[src/shared/cgf_defines.svh]
// Register offsets, field positions and reset values for the clock flag block.
// Assumes a byte-wide register port addressed by the offsets below.
`ifndef CGF_DEFINES_SVH
`define CGF_DEFINES_SVH

`define CGF_ADDR_W          8
`define CGF_OFS_FLAGS       8'h03
`define CGF_OFS_IRQ_EN      8'h04
`define CGF_OFS_CTRL        8'h08
`define CGF_OFS_STATUS      8'h0C
`define CGF_OFS_CLEAR       8'h0D
`define CGF_OFS_EVT_EN      8'h0E

`define CGF_BIT_TICK        7
`define CGF_BIT_LOCK_FLAG   4
`define CGF_BIT_LOSS_FLAG   1
`define CGF_BIT_SELF_STAT   0

`define CGF_BIT_CME         0
`define CGF_BIT_FALLBACK_CLOCK_EN        1
`define CGF_BIT_PLL_CLOCK_SELECT      2

`define CGF_EVT_ENTER       0
`define CGF_EVT_LEAVE       1

`define CGF_RST_BYTE        8'h00
`define CGF_RST_CTRL        3'h3

`endif

[src/shared/cgf_pkg.sv]
// Types shared by the clock flag block.
// Assumes cgf_defines.svh sits in the include path.
package cgf_pkg;
	typedef logic [7:0] cgf_byte_t;
	typedef enum logic [1:0]
	{
		CGF_NORMAL = 2'b01,
		CGF_SELF   = 2'b10
	} cgf_mode_e;
endpackage

[src/logic/cgf_clock_flags.sv]
// Flag, interrupt enable and self-clock fallback logic of a clock generator.
// Assumes a synchronous register port and oscillator status inputs in this clock domain.
//
// Overview of operation
// Self-clock change flag sets whenever the self-clock status bit toggles.
// Change flag clears only on writing one; writing zero keeps it.
// Set change flag with its enable high raises an interrupt request.
// Status bit 0 is read-only: zero on oscillator, one in self-clock.
// Writes to the self-clock status bit never change it.
// Enable register at 0x0004 is read/write; bit 7 enables tick interrupts.
// Enable bit 4 gates lock change flag onto the interrupt request.
// Enable bit 1 gates self-clock change flag; zero suppresses it.
// Without an oscillator clock, clocks come from PLL at minimum frequency.
// Self-clock mode entered only when monitor and fallback enables are one.
// Entering self-clock mode clears the PLL clock select bit.
// A stable oscillator returns the system clock to it automatically.
// Interrupt requests hold until flag clears or enable drops.
//
// The plain strobed port was decided locally.
`timescale 1ns/1ps
`default_nettype none
`include "cgf_defines.svh"

module cgf_clock_flags
	import cgf_pkg::*;
(
	input  wire logic                   clock_i,         // 100 MHz clock
	input  wire logic                   srst_i,          // Synchronous reset, high
	input  wire logic [`CGF_ADDR_W-1:0] addr_i,          // Register address
	input  wire cgf_pkg::cgf_byte_t     wdata_i,         // Write data
	input  wire logic                   wr_i,            // Write strobe
	input  wire logic                   rd_i,            // Read strobe
	input  wire logic                   osc_ok_i,        // Oscillator clock stable
	input  wire logic                   tick_event_i,    // Periodic tick event pulse
	input  wire logic                   lock_event_i,    // PLL lock change event pulse
	output logic [7:0]                  rdata_o,         // Read data, cycle after read
	output logic                        crg_irq_o,       // Combined flag interrupt
	output logic                        evt_irq_o,       // Mode event interrupt
	output logic                        self_clock_o,    // Running on fallback clock
	output logic                        pll_clock_select_o, // PLL drives system clock
	output logic                        fallback_clk_sel_o  // Bus clock from PLL minimum
);
	import cgf_pkg::*;

	typedef struct packed
	{
		cgf_mode_e  mode;
		logic       tick_flag;
		logic       lock_flag;
		logic       loss_flag;
		cgf_byte_t  irq_en;
		logic [2:0] ctrl;
		logic [1:0] evt_stat;
		logic [1:0] evt_en;
		cgf_byte_t  rdata;
		logic       crg_irq;
		logic       evt_irq;
		logic       self_clk;
	} cgf_state_s;

	cgf_state_s st_reg;
	cgf_state_s st_next;

	function automatic logic hit(input logic [`CGF_ADDR_W-1:0] a,
		input logic [`CGF_ADDR_W-1:0] ofs);
		hit = (a == ofs);
	endfunction

	logic self_now;
	logic wr_flags;
	logic wr_irq_en;
	logic wr_ctrl;
	logic wr_clear;
	logic wr_evt_en;
	logic go_self;
	logic go_norm;

	assign self_now  = (st_reg.mode == CGF_SELF);
	assign wr_flags  = wr_i && hit(addr_i, `CGF_OFS_FLAGS);
	assign wr_irq_en = wr_i && hit(addr_i, `CGF_OFS_IRQ_EN);
	assign wr_ctrl   = wr_i && hit(addr_i, `CGF_OFS_CTRL);
	assign wr_clear  = wr_i && hit(addr_i, `CGF_OFS_CLEAR);
	assign wr_evt_en = wr_i && hit(addr_i, `CGF_OFS_EVT_EN);

	// Fallback needs both the monitor and fallback enables
	assign go_self = !self_now && !osc_ok_i
		&& st_reg.ctrl[`CGF_BIT_CME] && st_reg.ctrl[`CGF_BIT_FALLBACK_CLOCK_EN]; // see R9
	assign go_norm = self_now && osc_ok_i;

	always_comb
	begin
		st_next = st_reg;

		// Mode machine; status bit follows it and ignores writes
		case (st_reg.mode)
			CGF_NORMAL:
			begin
				if (go_self)
				begin
					st_next.mode = CGF_SELF; // see R4
				end
			end
			CGF_SELF:
			begin
				if (go_norm)
				begin
					st_next.mode = CGF_NORMAL;
				end
			end
			default:
			begin
				st_next.mode = CGF_NORMAL;
			end
		endcase

		// Writes of one clear; a same-cycle event wins
		if (wr_flags)
		begin
			if (wdata_i[`CGF_BIT_TICK])
			begin
				st_next.tick_flag = 1'b0;
			end
			if (wdata_i[`CGF_BIT_LOCK_FLAG])
			begin
				st_next.lock_flag = 1'b0;
			end
			if (wdata_i[`CGF_BIT_LOSS_FLAG])
			begin
				st_next.loss_flag = 1'b0;
			end
		end
		if (tick_event_i)
		begin
			st_next.tick_flag = 1'b1;
		end
		if (lock_event_i)
		begin
			st_next.lock_flag = 1'b1;
		end
		if (go_self || go_norm)
		begin
			st_next.loss_flag = 1'b1;
		end

		if (wr_irq_en)
		begin
			st_next.irq_en = wdata_i;
		end
		if (wr_ctrl)
		begin
			st_next.ctrl = wdata_i[2:0];
		end
		// Hardware clear beats software setting of PLL select
		if (go_self)
		begin
			st_next.ctrl[`CGF_BIT_PLL_CLOCK_SELECT] = 1'b0;
		end

		if (wr_clear)
		begin
			st_next.evt_stat = st_next.evt_stat & ~wdata_i[1:0];
		end
		if (wr_evt_en)
		begin
			st_next.evt_en = wdata_i[1:0];
		end
		if (go_self)
		begin
			st_next.evt_stat[`CGF_EVT_ENTER] = 1'b1;
		end
		if (go_norm)
		begin
			st_next.evt_stat[`CGF_EVT_LEAVE] = 1'b1;
		end

		st_next.crg_irq =
			(st_next.tick_flag && st_next.irq_en[`CGF_BIT_TICK])
			|| (st_next.lock_flag && st_next.irq_en[`CGF_BIT_LOCK_FLAG])
			|| (st_next.loss_flag && st_next.irq_en[`CGF_BIT_LOSS_FLAG]); // see R3 see R8
		st_next.evt_irq = |(st_next.evt_stat & st_next.evt_en);

		st_next.rdata = `CGF_RST_BYTE;
		if (rd_i)
		begin
			if (hit(addr_i, `CGF_OFS_FLAGS))
			begin
				st_next.rdata[`CGF_BIT_TICK]      = st_reg.tick_flag;
				st_next.rdata[`CGF_BIT_LOCK_FLAG] = st_reg.lock_flag;
				st_next.rdata[`CGF_BIT_LOSS_FLAG] = st_reg.loss_flag;
				st_next.rdata[`CGF_BIT_SELF_STAT] = self_now;
			end
			else if (hit(addr_i, `CGF_OFS_IRQ_EN))
			begin
				st_next.rdata = st_reg.irq_en;
			end
			else if (hit(addr_i, `CGF_OFS_CTRL))
			begin
				st_next.rdata[2:0] = st_reg.ctrl;
			end
			else if (hit(addr_i, `CGF_OFS_STATUS))
			begin
				st_next.rdata[1:0] = st_reg.evt_stat;
			end
			else if (hit(addr_i, `CGF_OFS_EVT_EN))
			begin
				st_next.rdata[1:0] = st_reg.evt_en;
			end
		end

		if (srst_i)
		begin
			st_next           = '0;
			st_next.mode      = CGF_NORMAL;
			st_next.irq_en    = `CGF_RST_BYTE;
			st_next.ctrl      = `CGF_RST_CTRL;
		end

		// Registered copy so the mode outputs leave straight from a flop
		st_next.self_clk = (st_next.mode == CGF_SELF);
	end

	always_ff @(posedge clock_i)
	begin
		st_reg <= st_next;
	end

	assign rdata_o            = st_reg.rdata;
	assign crg_irq_o          = st_reg.crg_irq;
	assign evt_irq_o          = st_reg.evt_irq;
	assign self_clock_o       = st_reg.self_clk;
	assign pll_clock_select_o = st_reg.ctrl[`CGF_BIT_PLL_CLOCK_SELECT];
	assign fallback_clk_sel_o = st_reg.self_clk;

	a_loss_flag_set: assert property (@(posedge clock_i) disable iff (srst_i)
		$changed(self_now) |-> st_reg.loss_flag)
		else $error("change flag not set on mode change");

	a_loss_zero_write: assert property (@(posedge clock_i) disable iff (srst_i)
		(st_reg.loss_flag && wr_flags && !wdata_i[`CGF_BIT_LOSS_FLAG]) |=> st_reg.loss_flag)
		else $error("change flag lost on zero write");

	a_loss_one_write: assert property (@(posedge clock_i) disable iff (srst_i)
		(wr_flags && wdata_i[`CGF_BIT_LOSS_FLAG] && !go_self && !go_norm)
		|=> !st_reg.loss_flag)
		else $error("change flag not cleared by one");

	a_loss_irq_gate: assert property (@(posedge clock_i) disable iff (srst_i)
		(st_reg.loss_flag && st_reg.irq_en[`CGF_BIT_LOSS_FLAG]) |-> crg_irq_o)
		else $error("change interrupt missing");

	a_irq_no_source: assert property (@(posedge clock_i) disable iff (srst_i)
		(crg_irq_o && !(st_reg.tick_flag && st_reg.irq_en[`CGF_BIT_TICK])
		&& !(st_reg.lock_flag && st_reg.irq_en[`CGF_BIT_LOCK_FLAG]))
		|-> (st_reg.loss_flag && st_reg.irq_en[`CGF_BIT_LOSS_FLAG]))
		else $error("interrupt without enabled source");

	a_lock_irq_gate: assert property (@(posedge clock_i) disable iff (srst_i)
		(st_reg.lock_flag && st_reg.irq_en[`CGF_BIT_LOCK_FLAG]) |-> crg_irq_o)
		else $error("lock interrupt missing");

	a_en_readback: assert property (@(posedge clock_i) disable iff (srst_i)
		wr_irq_en ##1 (rd_i && hit(addr_i, `CGF_OFS_IRQ_EN) && !wr_i)
		|=> (rdata_o == $past(wdata_i, 2)))
		else $error("enable register readback wrong");

	a_self_guard: assert property (@(posedge clock_i) disable iff (srst_i)
		$rose(self_now) |-> $past(st_reg.ctrl[`CGF_BIT_CME] && st_reg.ctrl[`CGF_BIT_FALLBACK_CLOCK_EN]))
		else $error("self-clock entered without enables");

	a_pll_cleared: assert property (@(posedge clock_i) disable iff (srst_i)
		$rose(self_now) |-> !pll_clock_select_o)
		else $error("PLL select kept on fallback");

	a_auto_return: assert property (@(posedge clock_i) disable iff (srst_i)
		(self_now && osc_ok_i) |=> !self_now)
		else $error("no return to oscillator clock");

	a_status_read: assert property (@(posedge clock_i) disable iff (srst_i) // see R4
		(rd_i && hit(addr_i, `CGF_OFS_FLAGS)) |=> (rdata_o[`CGF_BIT_SELF_STAT] == $past(self_now)))
		else $error("status bit readback wrong");

	// Flag setting, gating and mode holding; a mode change shows one cycle after go_self
	// Set beats a same-cycle clear, so the set checks ignore write traffic
	a_tick_flag_set: assert property (@(posedge clock_i) disable iff (srst_i)
		tick_event_i |=> st_reg.tick_flag)
		else $error("tick flag not set by event");

	a_lock_flag_set: assert property (@(posedge clock_i) disable iff (srst_i)
		lock_event_i |=> st_reg.lock_flag)
		else $error("lock flag not set by event");

	a_tick_irq_gate: assert property (@(posedge clock_i) disable iff (srst_i)
		(st_reg.tick_flag && st_reg.irq_en[`CGF_BIT_TICK]) |-> crg_irq_o)
		else $error("tick interrupt missing");

	a_tick_clear: assert property (@(posedge clock_i) disable iff (srst_i)
		(wr_flags && wdata_i[`CGF_BIT_TICK] && !tick_event_i) |=> !st_reg.tick_flag)
		else $error("tick flag not cleared by one");

	a_irq_cleared: assert property (@(posedge clock_i) disable iff (srst_i)
		(!st_reg.tick_flag && !st_reg.lock_flag && !st_reg.loss_flag) |-> !crg_irq_o)
		else $error("interrupt without any flag");

	a_loss_irq_off: assert property (@(posedge clock_i) disable iff (srst_i)
		(!st_reg.irq_en[`CGF_BIT_LOSS_FLAG] && !st_reg.tick_flag && !st_reg.lock_flag)
		|-> !crg_irq_o)
		else $error("masked change flag raised interrupt");

	a_loss_sticky: assert property (@(posedge clock_i) disable iff (srst_i)
		(st_reg.loss_flag && !wr_flags) |=> st_reg.loss_flag)
		else $error("change flag dropped without write");

	a_status_no_write: assert property (@(posedge clock_i) disable iff (srst_i)
		(wr_flags && !go_self && !go_norm) |=> $stable(self_now))
		else $error("status bit moved by write");

	a_self_output: assert property (@(posedge clock_i) disable iff (srst_i)
		self_clock_o == self_now)
		else $error("self-clock output off mode");

	a_fallback_select: assert property (@(posedge clock_i) disable iff (srst_i)
		fallback_clk_sel_o == self_now)
		else $error("fallback select off mode");

	a_self_stays: assert property (@(posedge clock_i) disable iff (srst_i)
		(self_now && !osc_ok_i) |=> self_now)
		else $error("left fallback without oscillator");

	a_norm_stays: assert property (@(posedge clock_i) disable iff (srst_i)
		(!self_now && osc_ok_i) |=> !self_now)
		else $error("fallback entered with oscillator");

	a_no_self_entry: assert property (@(posedge clock_i) disable iff (srst_i)
		(!self_now && !(st_reg.ctrl[`CGF_BIT_CME] && st_reg.ctrl[`CGF_BIT_FALLBACK_CLOCK_EN])) |=> !self_now)
		else $error("fallback entered while disabled");

	a_en_write: assert property (@(posedge clock_i) disable iff (srst_i)
		wr_irq_en |=> (st_reg.irq_en == $past(wdata_i)))
		else $error("enable register write lost");

	// Read data stand one cycle only, so a late sampler sees zero
	a_rdata_idle: assert property (@(posedge clock_i) disable iff (srst_i)
		!rd_i |=> (rdata_o == `CGF_RST_BYTE))
		else $error("read data not idle");
endmodule

`default_nettype wire

[config.mk]
export PLATFORM = sky130hd
export DESIGN_NAME = cgf_clock_flags
export DESIGN_NICKNAME = d
export VERILOG_FILES = /design/src/shared/cgf_pkg.sv /design/src/logic/cgf_clock_flags.sv
export VERILOG_INCLUDE_DIRS = /design/src /design/src/shared
export SDC_FILE = /design/constraint.sdc
export NUM_CORES = 1
export LEC_CHECK = 0
export BUFFER_PORTS_ARGS = -buffer_cell sky130_fd_sc_hd__buf_4
export CORE_MARGIN = 1
export CORE_UTILIZATION = 52
export CTS_CLUSTER_SIZE = 30
export DETAILED_ROUTE_END_ITERATION = 7
export PLACE_DENSITY = 0.78
export SKIP_CTS_REPAIR_TIMING = 1
export SYNTH_ARGS = -nofsm -noshare
export SYNTH_HDL_FRONTEND = slang
export SYNTH_SLANG_ARGS = --single-unit
[constraint.sdc]
create_clock -name clock_i -period 2.2 [get_ports clock_i]
set_clock_uncertainty 0.1 [all_clocks]
set_input_delay 0.22 -clock clock_i [delete_from_list [all_inputs] [get_ports clock_i]]
set_output_delay 0.22 -clock clock_i [all_outputs]
set_load 0.005 [all_outputs]
After elaboration in Yosys (flattened, before gate mapping)
Cells that the tools add are included.
- input bits: 23
- word-level logic and storage cells: 82
- output and inout bits: 13
- flip-flop bits (word level): 31
- bitwise logic cells: 5
- equal/unequal tests: 9
- muxes and demuxes: 30
- reductions and logical operators: 22
- operators by type and width (kind ; count):
    8-bit by 4-bit == test with 1-bit output, second input constant ; 4
    31-bit 2-to-1 mux ; 1
    2-bit 2-to-1 mux ; 10
    8-bit 2-to-1 mux ; 2
    1-bit logical AND ; 12
    1-bit 2-to-1 mux ; 12
    3-bit 2-to-1 mux ; 3
    8-bit by 2-bit == test with 1-bit output, second input constant ; 1
    8-bit by 3-bit == test with 1-bit output, second input constant ; 1
    2-bit OR reduction ; 3
    5-bit 2-to-1 mux ; 1
    2-bit AND ; 2
    2-bit == test, second input constant ; 2
    2-bit case mux with 2 select lines ; 1
    4-bit OR reduction ; 1
    1-bit logical OR ; 3
    3-bit OR reduction ; 1
    2-bit by 1-bit == test with 1-bit output, second input constant ; 1
    1-bit logical NOT ; 2
    1-bit inverter ; 2
    2-bit inverter ; 1

Longest topological paths before layout
Gate-level depths: netlist of run 1.
- depth after elaboration: 11
- mapped depth: 6
- depth with buffers taken out: 6

Worst setup path before layout of run 1
OpenSTA, ideal clock, no wires.
- path type: input-to-reg
- start point: input port addr_i[7]
- end point: register st_reg (netlist bit evt_irq_o)
- stages on the path: 5
- setup slack: 0.448 ns
- path buffers: 1
- arrival: 1.520 ns
- data required time: 1.968 ns
- path through: or4_4 buf_6 o41a_1 a21oi_2 o32ai_1
- word-level cells in the longest chain between the ends: 6
- elaborated cells between the ends (all ways): 10
- those cells by class: eq/ne: 2; mux: 4; bitwise: 1; reduce/logical: 3
- RTL lines (element ; line ; RTL):
    start: declaration ; cgf_clock_flags.sv:29 ; input wire logic [`CGF_ADDR_W-1:0] addr_i,
    8-bit by 4-bit == test with 1-bit output ; cgf_clock_flags.sv:66 ; hit = (a == ofs);
    1-bit logical AND ; cgf_clock_flags.sv:82 ; assign wr_clear = wr_i && hit(addr_i, `CGF_OFS_CLEAR);
    2-bit 2-to-1 mux ; cgf_clock_flags.sv:159 ; if (wr_clear)
    1-bit 2-to-1 mux, on equally long branches ; cgf_clock_flags.sv:167, cgf_clock_flags.sv:171 ;
    2-bit AND * ; cgf_clock_flags.sv:180 ; st_next.evt_irq = |(st_next.evt_stat & st_next.evt_en);
    2-bit OR reduction * ; cgf_clock_flags.sv:180 ;
    end signal: assignment ; cgf_clock_flags.sv:224 ; st_reg <= st_next;
    end: declaration ; cgf_clock_flags.sv:61 ; cgf_state_s st_reg;
Every way passes the cells marked *; elsewhere a longest branch is shown, timed or not.
A chain may end at the register's enable or synchronous reset.

Worst setup path in the final report of run 1
- start point: register st_reg[29] (netlist bit)
- end point: register st_reg (netlist bit evt_irq_o)
- word-level cells in the longest chain between the ends: 8
- elaborated cells between the ends (all ways): 10
- those cells by class: eq/ne: 1; mux: 2; bitwise: 1; reduce/logical: 6
- RTL lines (element ; line ; RTL):
    2-bit == test * ; cgf_clock_flags.sv:78 ; assign self_now = (st_reg.mode == CGF_SELF);
    1-bit logical NOT ; cgf_clock_flags.sv:86 ; assign go_self = !self_now && !osc_ok_i
    1-bit logical AND (3 in series) ; cgf_clock_flags.sv:86 ;
    1-bit 2-to-1 mux ; cgf_clock_flags.sv:167 ; if (go_self)
    2-bit AND * ; cgf_clock_flags.sv:180 ;
    2-bit OR reduction * ; cgf_clock_flags.sv:180 ;
Marks and branches as above.

==> results of run 1 <==
==> power groups by stage <==
stage                     sequential, mW  combinational [mW]  clock (mW)
after CTS                          0.613               0.214       0.474
after global routing               0.618               0.243       0.496
final                              0.613               0.215       0.469
after floorplan                    0.621               0.131           0
after global placement             0.623               0.201           0
after detailed placement           0.626               0.214           0
==> cells by family after synthesis <==
| kind of cell | synth area share |
|---|---|
| AND/OR/NAND/NOR | 0.2610 |
| AO/OA/AOI/OAI | 0.1636 |
| flip-flops | 0.4203 |
| buffers and inverters | 0.09067 |
| multiplexers | 0.04746 |
| adder cells (fa/ha/maj) | 0.01695 |
==> worst max-delay path: stages (launching register included) <==
cell and delay (ns):
dfxtp_1 0.38, inv_1 0.07, ha_1 0.29, and4bb_2 0.42, nor2_1 0.06, a311o_1 0.35, o32ai_1 0.12
==> cells in the final DEF (no fill, tap or decap), types with 3 or more instances in the layout <==
cell type / Yosys / layout
nor2b_1: 4 / 4
and3_1: 3 / 3
nand2_1: 16 / 16
mux2i_1: 7 / 7
a21oi_1: 8 / 8
inv_1: 9 / 9
clkbuf_4: 0 / 5
dfxtp_1: 31 / 31
nor3_1: 3 / 3
nor4_1: 3 / 3
nor2_1: 12 / 12
o22ai_1: 3 / 3
nand3_1: 7 / 7
nand3b_1: 3 / 3
buf_4: 9 / 38
==> cell type report <==
type	instances	area [sq um]
multi-input cells	109	721.9
well taps	30	37.54
inverters	9	33.78
clock buffers	6	51.30
flip-flops and latches	31	620.6
clock inverters	2	35.03
fillers	217	794.5
repair buffers	39	295.3
==> through the flow <==
| stage | hold WS, ns | setup WS, ns | instances |
|---|---|---|---|
| 2_1_floorplan | 0.2407 | 0.4482 | 164 |
| 6_report | 0.009155 | 0.3375 | 226 |
| 5_1_grt | 0.01423 | 0.2086 | 226 |
| 4_1_cts | 0.005614 | 0.3326 | 225 |
| 3_3_place_gp | 0.3418 | 0.3477 | 217 |
| 3_5_place_dp | 0.3451 | 0.2922 | 217 |
==> layer usage <==
| metal | global-route usage | vias up | part of all wire |
|---|---|---|---|
| met4 | 0.04286 | 0 | 0.0039 |
| li1 | - | 649 | - |
| met2 | 0.3821 | 33 | 0.49 |
| met3 | 0.07260 | 2 | 0.055 |
| met1 | 0.2825 | 620 | 0.45 |
| met5 | 0 | - | 0 |
==> final timing paths <==
check	startpoint	to	slack, ns	cells past startpoint
max	st_reg[29]	evt_irq_o	0.34	6
max reg2reg	st_reg[29]	evt_irq_o	0.34	6
min	tick_event_i	st_reg[28]	0.009	3
min reg2reg	st_reg[24]	st_reg[24]	0.36	2
==> metrics.md, run 1 <==
| Metric | Value |
|---|---|
| Chip Width | 55.29 um |
| Crit path max fanout | 7 |
| Fin crit period | 1.862 ns |
| #FFs+latches synth | 31 |
| Post-synth ARST share | 0 |
| Critical path class | register to register |
| Number of synthesized flops with an enable pin | 0 |
| Nets@finish | 220 |
| Cell area power density | 722.8 nW/um^2 |
| Die Footprint | 3056 sq um |
| Core area | 2590 sq um |
| Maxcap violations | 0 |
| DP Area | 1699 sq um |
| Area leader, netlist | dfxtp_1 |
| DP Wirelength | 2432 um |
| Most used DFF post-synth | dfxtp_1 |
| Switching share of power | 0.2577 |
| P&R area growth vs syn | 21.61% |
| CP startpoint kind | register |
| TritonCTS clock tree | done |
| Status | finished clean |
| Clk buf depth | 2 |
| Ranking of synthesized cells by area | dfxtp_1 (42%), mux2i_1 (4.7%), buf_4 (4.6%) |
| Vias | 1304 |
| Most common cell in the synthesized netlist | dfxtp_1 |
| IO Port Bufs | 35 |
| P_sw | 334.5 uW |
| Fmax | 0.5369 GHz |
| Seq/Total Area, Yosys | 0.4203 |
| Initial core utilization | 0.5700 |
| Clk slew on worst S/H paths | 0.10 ns |
| Worst min path class | primary input to register |
| Clock power frac | 0.362 |
| Top cells by count, synth | dfxtp_1 (31), nand2_1 (16), nor2_1 (12) |
| Final ANT Viol Nets | 0 |
| Mapped Area | 1476 sq um |
| Initial antenna violation count | 0 |
| Worst-margin pin slew | 0.5603 ns |
| Gate Count Post-Synth | 164 |
| Drt first pass iters | 4 |
| Leak | 0.7550 nW |
| Worst skew pair latency | 0.33 ns |
| H-tree levels | 2 |
| Diodes inserted | 0 |
| Setup TNS | 0 ns |
| Die Ht | 55.29 um |
| Total power | 1.298 mW |
| Post-Syn Nets | 189 |
| Global-route wire length before repair | 5485 um |
| Synth cell types | 49 |
| Comb power frac | 0.166 |
| Clk sinks | 31 |
| Largest net degree at the start of global routing | 21 |
| P_int | 963.3 uW |
| Routed WL | 3348 um |
| Row cnt | 18 |
| Layout cells sized above 1 | 0.2653 |
| Flop pwr share | 0.473 |
| Worst slew margin | 0.6212 |
| Num CTS Buffers | 5 |
| DRT iter0 DRCs | 38 |
| Unrepaired setup endpoints after global routing | false |
| CP required | 2.35 ns |
| Final core utilization | 0.6932 |
| Synthesis Warnings | 0 |
| DRC | 0 |
| Max reg flops | 19 |
| Avg Cell Area, Syn | 9.003 sq um |
| Worst EP arrival | 2.01 ns |
| Count of final setup violators | 0 |
| Routed vias/inst | 5.770 |
| Io pins | 36 |
| Clock Tree Root | clkbuf_4 |
| Max VDD drop | 0.6590 mV |
| Total GRT Usage | 0.2257 |
| Synth top area share | 0.4203 |
| Fin area | 1795 sq um |
| Grt ovf | 0 |
| Gp weighted congestion | 0.8387 |
| CP Capture Type | register |
| Routed WL per cell | 14.81 um |
| Fin crit share | 0.8466 |
| Number of global-route vias before repair | 1232 |
| Slew Limit Fails | 0 |
| Fin. Hold Viols | 0 |
No activity file was read; power rests on OpenSTA's default activity.
==> run 2: changes to the inputs <==
--- a/config.mk
+++ b/config.mk
@@ -6,12 +6,13 @@
 export SDC_FILE = /design/constraint.sdc
 export NUM_CORES = 1
 export LEC_CHECK = 0
+export ABC_AREA = 1
 export BUFFER_PORTS_ARGS = -buffer_cell sky130_fd_sc_hd__buf_4
 export CORE_MARGIN = 1
-export CORE_UTILIZATION = 52
+export CORE_UTILIZATION = 47
 export CTS_CLUSTER_SIZE = 30
 export DETAILED_ROUTE_END_ITERATION = 7
-export PLACE_DENSITY = 0.78
+export PLACE_DENSITY = 0.74
 export SKIP_CTS_REPAIR_TIMING = 1
 export SYNTH_ARGS = -nofsm -noshare
 export SYNTH_HDL_FRONTEND = slang
==> constraint.sdc (replaced) <==
create_clock -name clock_i -period 1.7 [get_ports clock_i]
set_clock_uncertainty 0.1 [all_clocks]
set_input_delay 0.17 -clock clock_i [delete_from_list [all_inputs] [get_ports clock_i]]
set_output_delay 0.17 -clock clock_i [all_outputs]
set_load 0.005 [all_outputs]
==> metrics.md, run 2 <==
| Metric | Value |
|---|---|
| Status | finished with violations |
| Failing checks | hold timing |
| Fin. Hold Viols | 4 |
| Post-Syn Nets | 233 |
| Worst slew margin | 0.7518 |
| Synthesis Warnings | 0 |
| Flop pwr share | 0.515 |
| Cell area power density | 842.2 nW/um^2 |
| Synth top area share | 0.4140 |
| Clk sinks | 31 |
| Setup TNS | 0 ns |
| Mapped Area | 1499 sq um |
| Most frequent cells in the layout | buf_4 (36), nand2_1 (35), dfxtp_1 (31), inv_1 (27), nor2_1 (20) |
| Clk slew on worst S/H paths | 0.10 ns |
| Critical path class | register to register |
| Synth cell types | 29 |
| Total power | 1.526 mW |
| Count of final setup violators | 0 |
| Initial antenna violation count | 0 |
| Max reg flops | 19 |
| #FFs+latches synth | 31 |
| Crit path max fanout | 5 |
| IO Port Bufs | 35 |
| Number of global-route vias before repair | 1248 |
| Worst min path class | primary input to register |
| Core area | 3028 sq um |
| Worst EP arrival | 1.61 ns |
| Commonest non-fill, non-tap cell in the layout | buf_4 |
| DRC | 0 |
| H-tree levels | 2 |
| Fin area | 1812 sq um |
| Clock power frac | 0.327 |
| Dpl cells | 275 |
| Fin crit share | 0.8417 |
| Top cells by count, synth | nand2_1 (35), dfxtp_1 (31), inv_1 (27) |
| Gp weighted congestion | 0.8258 |
| Largest net degree at the start of global routing | 13 |
| Leak | 0.8586 nW |
| Post-Layout Cell Count | 284 |
| Initial core utilization | 0.4950 |
| Fin crit period | 1.431 ns |
| Grt ovf | 0 |
| Routed vias/inst | 4.820 |
| Final ANT Viol Nets | 0 |
| Die Ht | 58.48 um |
| Comb power frac | 0.158 |
| Row cnt | 20 |
| TritonCTS clock tree | done |
| Unrepaired setup endpoints after global routing | false |
| P_sw | 411.6 uW |
| Most used DFF post-synth | dfxtp_1 |
| Ranking of synthesized cells by area | dfxtp_1 (41%), nand2_1 (8.8%), inv_1 (6.8%) |
| Post-synth ARST share | 0 |
| Seq/Total Area, Yosys | 0.4140 |
| Worst-margin pin slew | 0.3719 ns |
| Avg Cell Area, Syn | 7.206 sq um |
| Clock Tree Root | clkbuf_4 |
| DRT iter0 DRCs | 54 |
| Area leader, netlist | dfxtp_1 |
| Layout cells sized above 1 | 0.2583 |
| Total GRT Usage | 0.2054 |
| DP Area | 1729 sq um |
| Num CTS Buffers | 5 |
| Most common cell in the synthesized netlist | nand2_1 |
| P&R area growth vs syn | 20.87% |
| CP startpoint kind | register |
| Io pins | 36 |
| Gate Count Post-Synth | 208 |
| Worst skew pair latency | 0.33 ns |
| Max VDD drop | 0.5088 mV |
| CP Capture Type | register |
| Switching share of power | 0.2698 |
| Slew Limit Fails | 0 |
| Maxcap violations | 0 |
| CP required | 1.88 ns |
| Die Footprint | 3419 sq um |
| Clk buf depth | 2 |
| Hold_ws | -0.02224 ns |
| Drt first pass iters | 6 |
| Vias | 1369 |
| Global-route wire length before repair | 5244 um |
| DP Wirelength | 2357 um |
| P_int | 1.114 mW |
| Number of synthesized flops with an enable pin | 0 |
| Diodes inserted | 0 |
| Chip Width | 58.48 um |
| Routed WL | 3072 um |
| Nets@finish | 264 |
| Fmax | 0.6988 GHz |
| Routed WL per cell | 10.82 um |
## run 2: layer usage
layer,routed length [um],track usage,vias up
met5,0,0,-
met4,44,0.08163,0
li1,-,-,729
met2,1331,0.3268,37
met1,1495,0.2590,597
met3,200,0.06593,6
## run 2: kinds of logic (layout without fill, tap and decap cells)
| group | Yosys count | after routing | share of synthesized area |
|---|---|---|---|
| buffers and inverters | 45 | 77 | 0.1444 |
| AO/OA/AOI/OAI | 37 | 37 | 0.1336 |
| flip-flops | 31 | 31 | 0.4140 |
| AND/OR/NAND/NOR | 93 | 93 | 0.2913 |
| adder cells (fa/ha/maj) | 2 | 2 | 0.01669 |
## run 2: power by group through the flow
stage	clock, mW	sequential (mW)	combinational [mW]
after floorplan	0	0.798	0.153
after global placement	0	0.803	0.237
after detailed placement	0	0.803	0.241
after CTS	0.508	0.786	0.243
after global routing	0.533	0.792	0.292
final	0.499	0.786	0.241
## run 2: worst max-delay path, stage by stage (launching register included)
cell and delay, ns:
dfxtp_1 0.37, inv_1 0.05, ha_1 0.20, inv_1 0.07
nand4_1 0.16, a21boi_0 0.20, o21ai_0 0.13, nor2_1 0.10
## run 2: worst paths after layout
path	startpoint	endpoint	slack, ns	cells past startpoint
max	st_reg[29]	fallback_clk_sel_o	0.27	7
max reg2reg	st_reg[29]	fallback_clk_sel_o	0.27	7
min	wdata_i[0]	st_reg[15]	-0.02	3
min reg2reg	st_reg[23]	rdata_o[5]	0.34	2
## run 2: area by class of cell
cell class	count	area, sq um
Inverter	32	121.4
Multi-Input combinational cell	132	661.9
Clock inverter	1	7.507
Timing Repair Buffer	37	280.3
Clock buffer	7	65.06
Tap cell	44	55.05
Sequential cell	31	620.6
Fill cell	308	1216
## run 2: through the flow
| step | util | setup slack [ns] |
|---|---|---|
| 4_1_cts | 0.5950 | 0.2460 |
| 2_1_floorplan | - | 0.3334 |
| 6_report | 0.5983 | 0.2690 |
| 5_1_grt | 0.5983 | 0.02374 |
| 3_3_place_gp | 0.5711 | 0.2406 |
| 3_5_place_dp | 0.5711 | 0.1991 |
